===== src/hw/cssw_map.svh =====
`ifndef CSSW_MAP_SVH
`define CSSW_MAP_SVH

// ---------------------------------------------------------------
// register byte offsets
// ---------------------------------------------------------------
`define CSSW_ADR_SEL 4'h0
`define CSSW_ADR_CMD 4'h4
`define CSSW_ADR_STAT 4'h8

// ---------------------------------------------------------------
// field positions and reset values
// ---------------------------------------------------------------
`define CSSW_SEL_STARTUP_FIELD_LSB 4
`define CSSW_SEL_CLOCK_OUT_BIT_BIT 6
`define CSSW_CMD_CCE_BIT 7
`define CSSW_CMD_RDY_BIT 4
`define CSSW_SEL_RESET 4'h2
`define CSSW_SUT_RESET 2'h2

// ---------------------------------------------------------------
// source codes and enable indices
// ---------------------------------------------------------------
`define CSSW_CODE_EXT 4'h0
`define CSSW_CODE_RC 4'h2
`define CSSW_CODE_WDT 4'h3
`define CSSW_CODE_LF_HI 3'h2
`define CSSW_IDX_RC 3'h0
`define CSSW_IDX_WDT 3'h1
`define CSSW_IDX_EXT 3'h2
`define CSSW_IDX_LF 3'h3
`define CSSW_IDX_HF 3'h4

// ---------------------------------------------------------------
// start-up counts in source cycles
// ---------------------------------------------------------------
`define CSSW_CK_6 17'h00006
`define CSSW_CK_14 17'h0000E
`define CSSW_CK_258 17'h00102
`define CSSW_CK_1K 17'h00400
`define CSSW_CK_16K 17'h04000
`define CSSW_CK_32K 17'h08000

// ---------------------------------------------------------------
// reset delay in watchdog oscillator cycles (4.1 ms / 65 ms)
// ---------------------------------------------------------------
`define CSSW_WDT_SHORT 16'h0200
`define CSSW_WDT_LONG 16'h2000

// ---------------------------------------------------------------
// misc timing in core cycles
// ---------------------------------------------------------------
`define CSSW_INIT_WAIT 2'h3
`define CSSW_CCE_WIN 3'h4

`endif


===== src/hw/cssw_pkg.sv =====
`include "cssw_map.svh"

package cssw_pkg;

  typedef enum logic [1:0] {
    CSSW_ST_INIT = 2'b00,
    CSSW_ST_RDLY = 2'b01,
    CSSW_ST_START = 2'b10,
    CSSW_ST_RUN = 2'b11
  } cssw_state_t;

  typedef enum logic [3:0] {
    CSSW_CMD_NONE = 4'h0,
    CSSW_CMD_DIS = 4'h1,
    CSSW_CMD_EN = 4'h2,
    CSSW_CMD_REQ = 4'h3,
    CSSW_CMD_SW = 4'h4,
    CSSW_CMD_REC = 4'h5
  } cssw_cmd_t;

  typedef enum logic [1:0] {
    CSSW_DLY_NONE = 2'b00,
    CSSW_DLY_SHORT = 2'b01,
    CSSW_DLY_LONG = 2'b10
  } cssw_dly_t;

  typedef struct packed {
    cssw_state_t state;
    logic [1:0] init_cnt;
    logic [3:0] source_select_field;
    logic [1:0] startup_field;
    logic clock_out_bit;
    logic rstdis;
    logic cce;
    logic [2:0] cce_win;
    logic rdy;
    logic busy;
    logic [2:0] cidx;
    logic [16:0] cnt;
    logic [16:0] limit;
    logic [15:0] wcnt;
    logic [15:0] wlimit;
    logic [3:0] active;
    logic [4:0] src_en;
    logic [4:0] oen;
    logic [1:0] hf_mode;
    logic [2:0] sys_idx;
    logic [4:0] ck_s1;
    logic [4:0] ck_s2;
    logic [4:0] ck_s3;
    logic [7:0] fz_s1;
    logic [7:0] fz_s2;
    logic [1:0] tm_s1;
    logic [1:0] tm_s2;
    logic wait_n;
    logic [31:0] rdata;
    logic hold;
    logic ck_out;
    logic ck_oe;
  } cssw_regs_t;

endpackage : cssw_pkg


===== src/hw/cssw_top.sv =====
`timescale 1ns/100ps
`include "cssw_map.svh"

// Operation
// [RULE_01] high-frequency crystal mode from select bits 3:1
// [RULE_02] select bit0 low: crystal start-up table
// [RULE_03] select bit0 high: crystal start-up table
// [RULE_04] short-delay crystal settings need reset pin
// [RULE_05] low-frequency crystal start-up table, 11 reserved
// [RULE_06] timer may start low-frequency oscillator
// [RULE_07] external clock: 6 cycles plus reset delay
// [RULE_08] external code 00 adds 4.1 ms if fuse
// [RULE_09] timer may enable external clock input
// [RULE_10] system clock on output pin when enabled; the code keeps the pin off while the active source is the lf or hf crystal
// [RULE_11] no clock on output pin during reset
// [RULE_12] output pin carries the divided system clock
// [RULE_13] glitch-free run-time source enable and disable
// [RULE_14] command register needs two-step guarded write
// [RULE_15] decode commands, one operation at a time
// [RULE_16] five commands: disable enable request switch recover
// [RULE_17] fuses copied into selection register at reset
// [RULE_18] clock-out bit holds inverted fuse value
// [RULE_19] reset delay: 512 or 8192 watchdog cycles
// [RULE_20] ready cleared at count start, set at limit
// [RULE_21] hold execution until start-up and delay done
module cssw_top
  import cssw_pkg::*;
#(
  parameter logic [16:0] SRC_CK_16K = `CSSW_CK_16K,
  parameter logic [16:0] SRC_CK_32K = `CSSW_CK_32K,
  parameter logic [15:0] WDT_LONG = `CSSW_WDT_LONG
) (
  // clock and reset
  input wire logic core_clk_i,
  input wire logic rst_i,
  // avalon-mm slave
  input wire logic [3:0] avs_address_i,
  input wire logic avs_read_i,
  input wire logic avs_write_i,
  input wire logic [31:0] avs_writedata_i,
  input wire logic [3:0] avs_byteenable_i,
  output logic [31:0] avs_readdata_o,
  output logic avs_waitrequest_o,
  // raw source clocks: rc, wdt, ext, lf, hf
  input wire logic [4:0] src_clk_i,
  // fuses
  input wire logic [3:0] source_select_fuse_i,
  input wire logic [1:0] startup_fuse_i,
  input wire logic clock_out_fuse_i,
  input wire logic reset_pin_disable_fuse_i,
  // asynchronous timer requests
  input wire logic tmr_lf_req_i,
  input wire logic tmr_ext_req_i,
  // core side
  input wire logic wake_i,
  input wire logic sysclk_div_i,
  // source control
  output logic [4:0] src_en_o,
  output logic [1:0] hf_mode_o,
  output logic [2:0] sys_src_o,
  output logic cpu_hold_o,
  // clock output pin
  output logic clock_output_pin_o,
  output logic clock_output_pin_oe_o
);

  // ---------------------------------------------------------------
  // source decode and start-up tables
  // ---------------------------------------------------------------
  function automatic logic [2:0] src_idx(input logic [3:0] sel);
    logic [2:0] r;
    r = `CSSW_IDX_EXT;
    if (sel[3]) begin
      r = `CSSW_IDX_HF;
    end else if (sel[3:1] == `CSSW_CODE_LF_HI) begin
      r = `CSSW_IDX_LF;
    end else if (sel == `CSSW_CODE_RC) begin
      r = `CSSW_IDX_RC;
    end else if (sel == `CSSW_CODE_WDT) begin
      r = `CSSW_IDX_WDT;
    end
    return r;
  endfunction : src_idx

  // source cycles to count; boot adds the 14-cycle reset part, except on the low-frequency crystal
  function automatic logic [16:0] start_lim(input logic [3:0] sel,
                                            input logic [1:0] sut,
                                            input logic boot);
    logic [16:0] r;
    logic [2:0] k;
    k = {sel[0], sut};
    r = `CSSW_CK_6; // RULE_07
    if (sel[3]) begin
      unique case (k)
        3'h0, 3'h1: r = `CSSW_CK_258; // RULE_02
        3'h2, 3'h3: r = `CSSW_CK_1K; // RULE_02
        3'h4: r = `CSSW_CK_1K; // RULE_03
        3'h5, 3'h6, 3'h7: r = SRC_CK_16K; // RULE_03
      endcase
    end else if (sel[3:1] == `CSSW_CODE_LF_HI) begin
      // reserved code 11 behaves as 10
      r = sut[1] ? SRC_CK_32K : `CSSW_CK_1K; // RULE_05
    end
    if (boot && (sel[3:1] != `CSSW_CODE_LF_HI)) begin
      r = r + `CSSW_CK_14;
    end
    return r;
  endfunction : start_lim

  // extra delay from reset, timed by the watchdog oscillator
  function automatic cssw_dly_t rst_dly(input logic [3:0] sel,
                                        input logic [1:0] sut,
                                        input logic rdis);
    cssw_dly_t r;
    logic [2:0] k;
    k = {sel[0], sut};
    r = CSSW_DLY_LONG;
    if (sel[3]) begin
      unique case (k)
        3'h0, 3'h3, 3'h6: r = CSSW_DLY_SHORT; // RULE_02 RULE_03
        3'h1, 3'h4, 3'h7: r = CSSW_DLY_LONG; // RULE_02 RULE_03
        // 14-cycle-only settings take the short delay when the reset pin is disabled
        3'h2, 3'h5: r = rdis ? CSSW_DLY_SHORT : CSSW_DLY_NONE; // RULE_04
      endcase
    end else if (sel[3:1] == `CSSW_CODE_LF_HI) begin
      r = (sut == 2'h0) ? CSSW_DLY_SHORT : CSSW_DLY_LONG; // RULE_05
    end else begin
      unique case (sut)
        2'h0: r = rdis ? CSSW_DLY_SHORT : CSSW_DLY_NONE; // RULE_08
        2'h1: r = CSSW_DLY_SHORT; // RULE_07
        2'h2, 2'h3: r = CSSW_DLY_LONG; // RULE_07
      endcase
    end
    return r;
  endfunction : rst_dly

  // ---------------------------------------------------------------
  // state
  // ---------------------------------------------------------------
  cssw_regs_t q;
  cssw_regs_t d;
  cssw_regs_t rst_val;

  logic [4:0] edge_v;
  logic req;
  logic acc;
  logic wr_ok;
  logic [7:0] wb;
  logic [2:0] sidx;
  logic [2:0] aidx;
  logic [4:0] tmr_en;
  logic ck_en;
  cssw_dly_t bdly;
  cssw_cmd_t cmd;

  always_comb begin
    rst_val = '0;
    rst_val.state = CSSW_ST_INIT;
    rst_val.source_select_field = `CSSW_SEL_RESET;
    rst_val.startup_field = `CSSW_SUT_RESET;
    rst_val.wait_n = 1'b1;
    rst_val.hold = 1'b1;
  end

  // edges of the synchronised source clocks; only stage two and
  // three are looked at
  genvar gi;
  generate
    for (gi = 0; gi < 5; gi++) begin : g_edge
      assign edge_v[gi] = q.ck_s2[gi] & ~q.ck_s3[gi];
    end
  endgenerate

  always_comb begin
    d = q;
    req = avs_read_i | avs_write_i;
    acc = req & ~q.wait_n;
    wr_ok = acc & avs_write_i & avs_byteenable_i[0];
    wb = avs_writedata_i[7:0];
    sidx = src_idx(q.source_select_field);
    aidx = src_idx(q.active);
    bdly = rst_dly(q.fz_s2[3:0], q.fz_s2[5:4], q.fz_s2[7]);
    cmd = cssw_cmd_t'(wb[3:0]);
    tmr_en = '0;

    // -------------------------------------------------------------
    // input synchronisers
    // -------------------------------------------------------------
    d.ck_s1 = src_clk_i;
    d.ck_s2 = q.ck_s1;
    d.ck_s3 = q.ck_s2;
    d.fz_s1 = {reset_pin_disable_fuse_i, clock_out_fuse_i,
               startup_fuse_i, source_select_fuse_i};
    d.fz_s2 = q.fz_s1;
    d.tm_s1 = {tmr_ext_req_i, tmr_lf_req_i};
    d.tm_s2 = q.tm_s1;

    // -------------------------------------------------------------
    // boot sequence
    // -------------------------------------------------------------
    unique case (q.state)
      CSSW_ST_INIT: begin
        // wait until the fuse synchroniser carries settled values
        if (q.init_cnt == `CSSW_INIT_WAIT) begin
          d.source_select_field = q.fz_s2[3:0]; // RULE_17
          d.startup_field = q.fz_s2[5:4]; // RULE_17
          d.clock_out_bit = ~q.fz_s2[6]; // RULE_18
          d.rstdis = q.fz_s2[7];
          d.active = q.fz_s2[3:0];
          d.src_en[src_idx(q.fz_s2[3:0])] = 1'b1;
          d.cidx = src_idx(q.fz_s2[3:0]);
          d.limit = start_lim(q.fz_s2[3:0], q.fz_s2[5:4], 1'b1);
          d.cnt = '0;
          d.wcnt = '0;
          d.wlimit = (bdly == CSSW_DLY_SHORT) ? `CSSW_WDT_SHORT
                                              : WDT_LONG; // RULE_19
          d.state = (bdly == CSSW_DLY_NONE) ? CSSW_ST_START
                                            : CSSW_ST_RDLY;
        end else begin
          d.init_cnt = q.init_cnt + 2'h1;
        end
      end
      CSSW_ST_RDLY: begin
        if (edge_v[`CSSW_IDX_WDT]) begin
          d.wcnt = q.wcnt + 16'h0001;
          if (d.wcnt == q.wlimit) begin
            d.state = CSSW_ST_START; // RULE_19
          end
        end
      end
      CSSW_ST_START: begin
        if (edge_v[q.cidx]) begin
          d.cnt = q.cnt + 17'h00001;
          if (d.cnt == q.limit) begin
            d.state = CSSW_ST_RUN; // RULE_21
            d.rdy = 1'b1;
          end
        end
      end
      CSSW_ST_RUN: begin
        // wake-up re-times the source without the reset delay
        if (wake_i) begin
          d.cidx = aidx;
          d.limit = start_lim(q.active, q.startup_field, 1'b0);
          d.cnt = '0;
          d.busy = 1'b0;
          d.state = CSSW_ST_START; // RULE_21
        end
      end
    endcase
    d.hold = (d.state != CSSW_ST_RUN); // RULE_21

    // -------------------------------------------------------------
    // availability counter
    // -------------------------------------------------------------
    if (q.busy && edge_v[q.cidx]) begin
      d.cnt = q.cnt + 17'h00001;
      if (d.cnt == q.limit) begin
        d.busy = 1'b0;
        d.rdy = 1'b1; // RULE_20
      end
    end

    // -------------------------------------------------------------
    // register writes and guarded command port
    // -------------------------------------------------------------
    if (q.cce_win != 3'h0) begin
      d.cce_win = q.cce_win - 3'h1;
    end else begin
      d.cce = 1'b0; // RULE_14
    end
    if (wr_ok && (avs_address_i == `CSSW_ADR_SEL)) begin
      d.source_select_field = wb[3:0];
      d.startup_field = wb[`CSSW_SEL_STARTUP_FIELD_LSB +: 2];
      d.clock_out_bit = wb[`CSSW_SEL_CLOCK_OUT_BIT_BIT];
    end
    if (wr_ok && (avs_address_i == `CSSW_ADR_CMD)) begin
      if (wb == 8'h80) begin
        d.cce = 1'b1; // RULE_14
        d.cce_win = `CSSW_CCE_WIN;
      end else if (q.cce && !wb[`CSSW_CMD_CCE_BIT]) begin
        d.cce = 1'b0;
        d.cce_win = 3'h0;
        // one operation at a time: nothing launches while busy
        if (!q.busy && (q.state == CSSW_ST_RUN)) begin // RULE_15
          unique case (cmd)
            CSSW_CMD_DIS: begin
              if (sidx != aidx) begin // RULE_16
                d.src_en[sidx] = 1'b0; // RULE_13
              end
            end
            CSSW_CMD_EN, CSSW_CMD_REQ: begin
              if (cmd == CSSW_CMD_EN) begin
                d.src_en[sidx] = 1'b1; // RULE_13
              end
              d.cidx = sidx;
              d.limit = start_lim(q.source_select_field, q.startup_field, 1'b0);
              d.cnt = '0;
              d.busy = 1'b1;
              d.rdy = 1'b0; // RULE_20
            end
            CSSW_CMD_SW: begin
              if (q.src_en[sidx] && q.rdy) begin // RULE_16
                d.active = q.source_select_field;
              end
            end
            CSSW_CMD_REC: d.source_select_field = q.active; // RULE_16
            default: d.cce = 1'b0;
          endcase
        end
      end
    end

    // -------------------------------------------------------------
    // source enables, timer sharing, mode
    // -------------------------------------------------------------
    tmr_en[`CSSW_IDX_LF] = q.tm_s2[0] & ~(q.src_en[`CSSW_IDX_HF] &
                           q.src_en[`CSSW_IDX_EXT]); // RULE_06
    tmr_en[`CSSW_IDX_EXT] = q.tm_s2[1] & ~q.src_en[`CSSW_IDX_HF] &
                            ~q.src_en[`CSSW_IDX_LF]; // RULE_09
    // enables change only from registers, so a pad never sees a runt
    d.oen = q.src_en | tmr_en; // RULE_13
    d.hf_mode = q.source_select_field[3] ? q.source_select_field[2:1] : 2'h0; // RULE_01
    d.sys_idx = aidx;

    // -------------------------------------------------------------
    // clock output pin
    // -------------------------------------------------------------
    ck_en = q.clock_out_bit && !q.hold && (aidx != `CSSW_IDX_HF) &&
            (aidx != `CSSW_IDX_LF); // RULE_10 RULE_11
    d.ck_oe = ck_en; // RULE_10
    d.ck_out = ck_en & sysclk_div_i; // RULE_12

    // -------------------------------------------------------------
    // bus answer: one wait cycle, read data captured alongside
    // -------------------------------------------------------------
    d.wait_n = ~(req & q.wait_n);
    if (req && q.wait_n) begin
      d.rdata = '0;
      unique case (avs_address_i)
        `CSSW_ADR_SEL: d.rdata[6:0] = {q.clock_out_bit, q.startup_field, q.source_select_field};
        `CSSW_ADR_CMD: begin
          d.rdata[`CSSW_CMD_CCE_BIT] = q.cce;
          d.rdata[`CSSW_CMD_RDY_BIT] = q.rdy; // RULE_20
        end
        `CSSW_ADR_STAT: d.rdata[15:0] = {q.busy, q.hold, q.state,
                                          q.active, 3'h0, q.oen};
        default: d.rdata = '0;
      endcase
    end
  end

  always_ff @(posedge core_clk_i) begin
    if (rst_i) begin
      q <= rst_val;
    end else begin
      q <= d;
    end
  end

  // ---------------------------------------------------------------
  // outputs
  // ---------------------------------------------------------------
  assign avs_readdata_o = q.rdata;
  assign avs_waitrequest_o = q.wait_n;
  assign src_en_o = q.oen;
  assign hf_mode_o = q.hf_mode;
  assign sys_src_o = q.sys_idx;
  assign cpu_hold_o = q.hold;
  assign clock_output_pin_o = q.ck_out;
  assign clock_output_pin_oe_o = q.ck_oe;

endmodule : cssw_top


===== config.mk =====
export PLATFORM = sky130hd
export DESIGN_NAME = cssw_top
export DESIGN_NICKNAME = d
export VERILOG_FILES = /design/src/hw/cssw_pkg.sv /design/src/hw/cssw_top.sv
export VERILOG_INCLUDE_DIRS = /design/src /design/src/hw
export SDC_FILE = /design/constraint.sdc
export NUM_CORES = 1
export LEC_CHECK = 0
export BUFFER_PORTS_ARGS = -buffer_cell sky130_fd_sc_hd__buf_2
export CAP_MARGIN = 20
export CORE_MARGIN = 1
export CORE_UTILIZATION = 30
export CTS_BUF_LIST = sky130_fd_sc_hd__clkbuf_8
export DETAILED_ROUTE_END_ITERATION = 6
export GPL_ROUTABILITY_DRIVEN = 1
export PLACE_DENSITY_LB_ADDON = 0.15
export SYNTH_ARGS = -nofsm -noshare
export SYNTH_HDL_FRONTEND = slang
export SYNTH_SLANG_ARGS = --single-unit

===== constraint.sdc =====
create_clock -name core_clk_i -period 2.7 [get_ports core_clk_i]
set_input_delay 0.27 -clock core_clk_i [delete_from_list [all_inputs] [get_ports core_clk_i]]
set_output_delay 0.27 -clock core_clk_i [all_outputs]
set_load 0.01 [all_outputs]

==> reports/qor.yml <==
status: "finished, violations left"
violations: "DRC"
std_cell_rows: 59
tns_ps: 0
drive_gt1_share_pct: 16.2
drt_pass1_iterations: 7
clk_latency_ps: 470
vdd_ir_drop_max_uv: 261
crit_path_top_delay_cell: "or4_1"
syn_area_um2: 8040
setup_violations: 0
crit_buf_inv: 0
via_count: 7258
htree_levels: 4
root_buffer: "clkbuf_8"
synthArstFlopShare_pct: 0
p_per_area_nw_per_um2: 622
postPlaceCellArea_um2: 8670
cp_slowest_stage_delay_ps: 610
p_switching_mw: 2.14
p_clk_share_pct: 30.1
layout.nets: 1151
ioPinCount: 107
ff_latch_area_um2: 2980
cts_buffers: 17
fmax_ghz: 0.393
route.detailed.drc: 10
fin_util_pct: 35.3
clock_sinks: 149
antenna_found_initial: 0
fp.dieH_um: 166
viasPerCell: 5.08
max-slew-margin-rel_pct: 52.3
track_usage_pct: 16.9
clockBufferDepth: 2
synth_largest_area_cell: "dfxtp_1"
ys.flop_type: "dfxtp_1"
start_kind: "flip-flop"
grt_max_degree: 46
yosys-top-cells-area: "dfxtp_1 37%, a21oi_1 6.0%, nand2_1 4.8%"
fin_crit_sh_pct: 94.2
slew_violations: 0
reg2reg_slack_ps: 160
p_int_mw: 3.61
drt-total-wl_um: 23100
cp_cell_sequence: "nand4_1, or4_1, xnor2_1, or3_1, a2111oi_4, o21ba_2, o21ai_0"
core_um2: 26200
start_util_pct: 30.7
p_leak_nw: 3.56
synth-seq-cells: 149
arrival_ps: 2880
hpwl_um: 17000
cts_tree: "yes"
io_buffers: 63
worstSetupPathType: "reg -> reg"
p_comb_share_pct: 27.4
cts.clk_slew.worst_paths_ps: 100
drt_first_iter_violations: 554
max-cap-violations: 0
critPathMaxFanout: 5
gp_congestion: 0.826
seq_area_frac_synth_pct: 37.1
area_delta_synth_final_pct: 14.9
grt_overflow: 0
multi_input_area_um2: 4460
ant_nets: 0
die_w_um: 166
fillers: 2775
grt_pass1_vias: 6739
final.min_clock_period_ps: 2540
rsz0062_at_grt: "false"
worst_setup_path_end_kind: "flip-flop"
cp_top_family: "simple AND/OR/NAND/NOR gates"
synth_cell_type_count: 77
wl_per_cell_um: 16.1
die_area_um2: 27500
final_cell_area_um2: 9240
swShare_pct: 37.3
fin_worst_skew_ps: 14.9
syn_inst: 1023
worstMarginPinSlew_ps: 714
yosys_warnings: 0
netlist.area_leader.share_pct: 37.1
whs_ps: 69.2
power_frac_seq_pct: 42.5
critPathRequiredTime_ps: 3030
power_mw: 5.75
grt_pass1_wl_um: 37000
postSynthAreaPerCell_um2: 7.86
hold_viol_final: 0
synth_edf_count: 0
min_path_type: "in -> reg"
n_antenna_cell: 0
-- cell usage after synthesis, drive strengths merged (5+ instances only) --
master / n
o21a: 12
dfxtp: 149
or3: 7
nor3b: 5
clkbuf: 50
xnor2: 26
buf: 65
a21oi: 96
o31ai: 5
nor3: 44
nor2: 91
o21ai: 49
a21o: 6
and3: 20
nor4: 15
a211oi: 9
mux2i: 7
a31oi: 11
and2: 6
or4: 6
xor2: 10
o22ai: 9
nand2: 102
nor2b: 55
ha: 9
nand4: 15
a22oi: 10
a221oi: 6
inv: 12
nand3: 38
nand2b: 13
nand3b: 6
a211o: 7
-- metrics by stage --
step / worst slack, ps / cells
floorplan: 348 / 1038
global placement: 140 / 1381
global route: 22.8 / 1429
finish: 155 / 1429
CTS: 40.1 / 1429
detailed placement: 66.1 / 1381
-- final timing paths --
kind                                     startpoint                    end  cells after the start
worst max-delay path            q[107]$_SDFFE_PP0P_  cpu_hold_o$_SDFF_PP1_                      7
worst min-delay path             avs_writedata_i[5]    q[168]$_SDFFE_PP1P_                      3
worst max register to register  q[107]$_SDFFE_PP0P_  cpu_hold_o$_SDFF_PP1_                      7
worst min register to register     d[61]$_SDFF_PP0_       d[56]$_SDFF_PP0_                      1
-- cells by family after synthesis --
kind of cell,share of synthesized area [%]
adders and majority gates,1.40
buffers and inverters,8.45
other,0.0466
muxes,1.15
and+or+nand+nor,28.5
DFF,37.1
xor gates and xnor gates,3.92
AOI/OAI and AO/OA,19.4
-- placed cells by master, fill, tap and decap left out, types with 17 or more instances in the layout --
| master | count |
|---|---|
| a21oi_1 | 96 |
| buf_4 | 61 |
| nand3_1 | 35 |
| dfxtp_1 | 148 |
| xnor2_1 | 26 |
| and3_1 | 20 |
| clkbuf_8 | 17 |
| nor2_1 | 91 |
| nand2_1 | 102 |
| o21ai_0 | 47 |
| buf_2 | 62 |
| nor2b_1 | 55 |
| nor3_1 | 40 |
-- layout make-up --
cell class / instances / share of cell area [%]
clock buffers: 17 / 2.53
clock inverters: 15 / 1.72
multi-input cells: 759 / 48.3
well taps: 335 / 4.53
flip-flops and latches: 149 / 32.3
inverters: 15 / 0.609
repair buffers: 139 / 10.0
-- registers in the layout, summed over array words and instances, names as in the netlist, named ones only --
register	flops
q	96
d	20
avs_readdata_o	16
src_en_o	5
sys_src_o	3
hf_mode_o	2
avs_waitrequest_o	1
clock_output_pin_o	1
clock_output_pin_oe_o	1
cpu_hold_o	1
-- worst min-delay path, cell delays in order --
cell      delay [ps]
buf_2             90
o21ai_0           80
nand2b_1          70
-- layer usage --
layer	GRT usage, %	vias up	wire [um]
li1	-	3680	-
met2	25.4	180	9910
met1	24.6	3378	11900
met5	0	-	0
met4	4.59	0	238
met3	3.05	20	994
-- power groups by stage --
stage / combinational, mW / sequential (mW) / clock (mW)
floorplan: 1.08 / 2.43 / 0
global placement: 1.57 / 2.50 / 0
detailed placement: 1.57 / 2.49 / 0
CTS: 1.59 / 2.44 / 1.80
global route: 1.77 / 2.46 / 1.89
finish: 1.58 / 2.44 / 1.73
-- timing repair --
action / CTS / global route
setup buffers: 0 / 0
hold buffers: 16 / 0
gates resized for setup: 0 / 4
setup endpoints to repair: 0 / 2
hold endpoints to repair: 16 / 0
No activity file was read; power rests on OpenSTA's default activity.
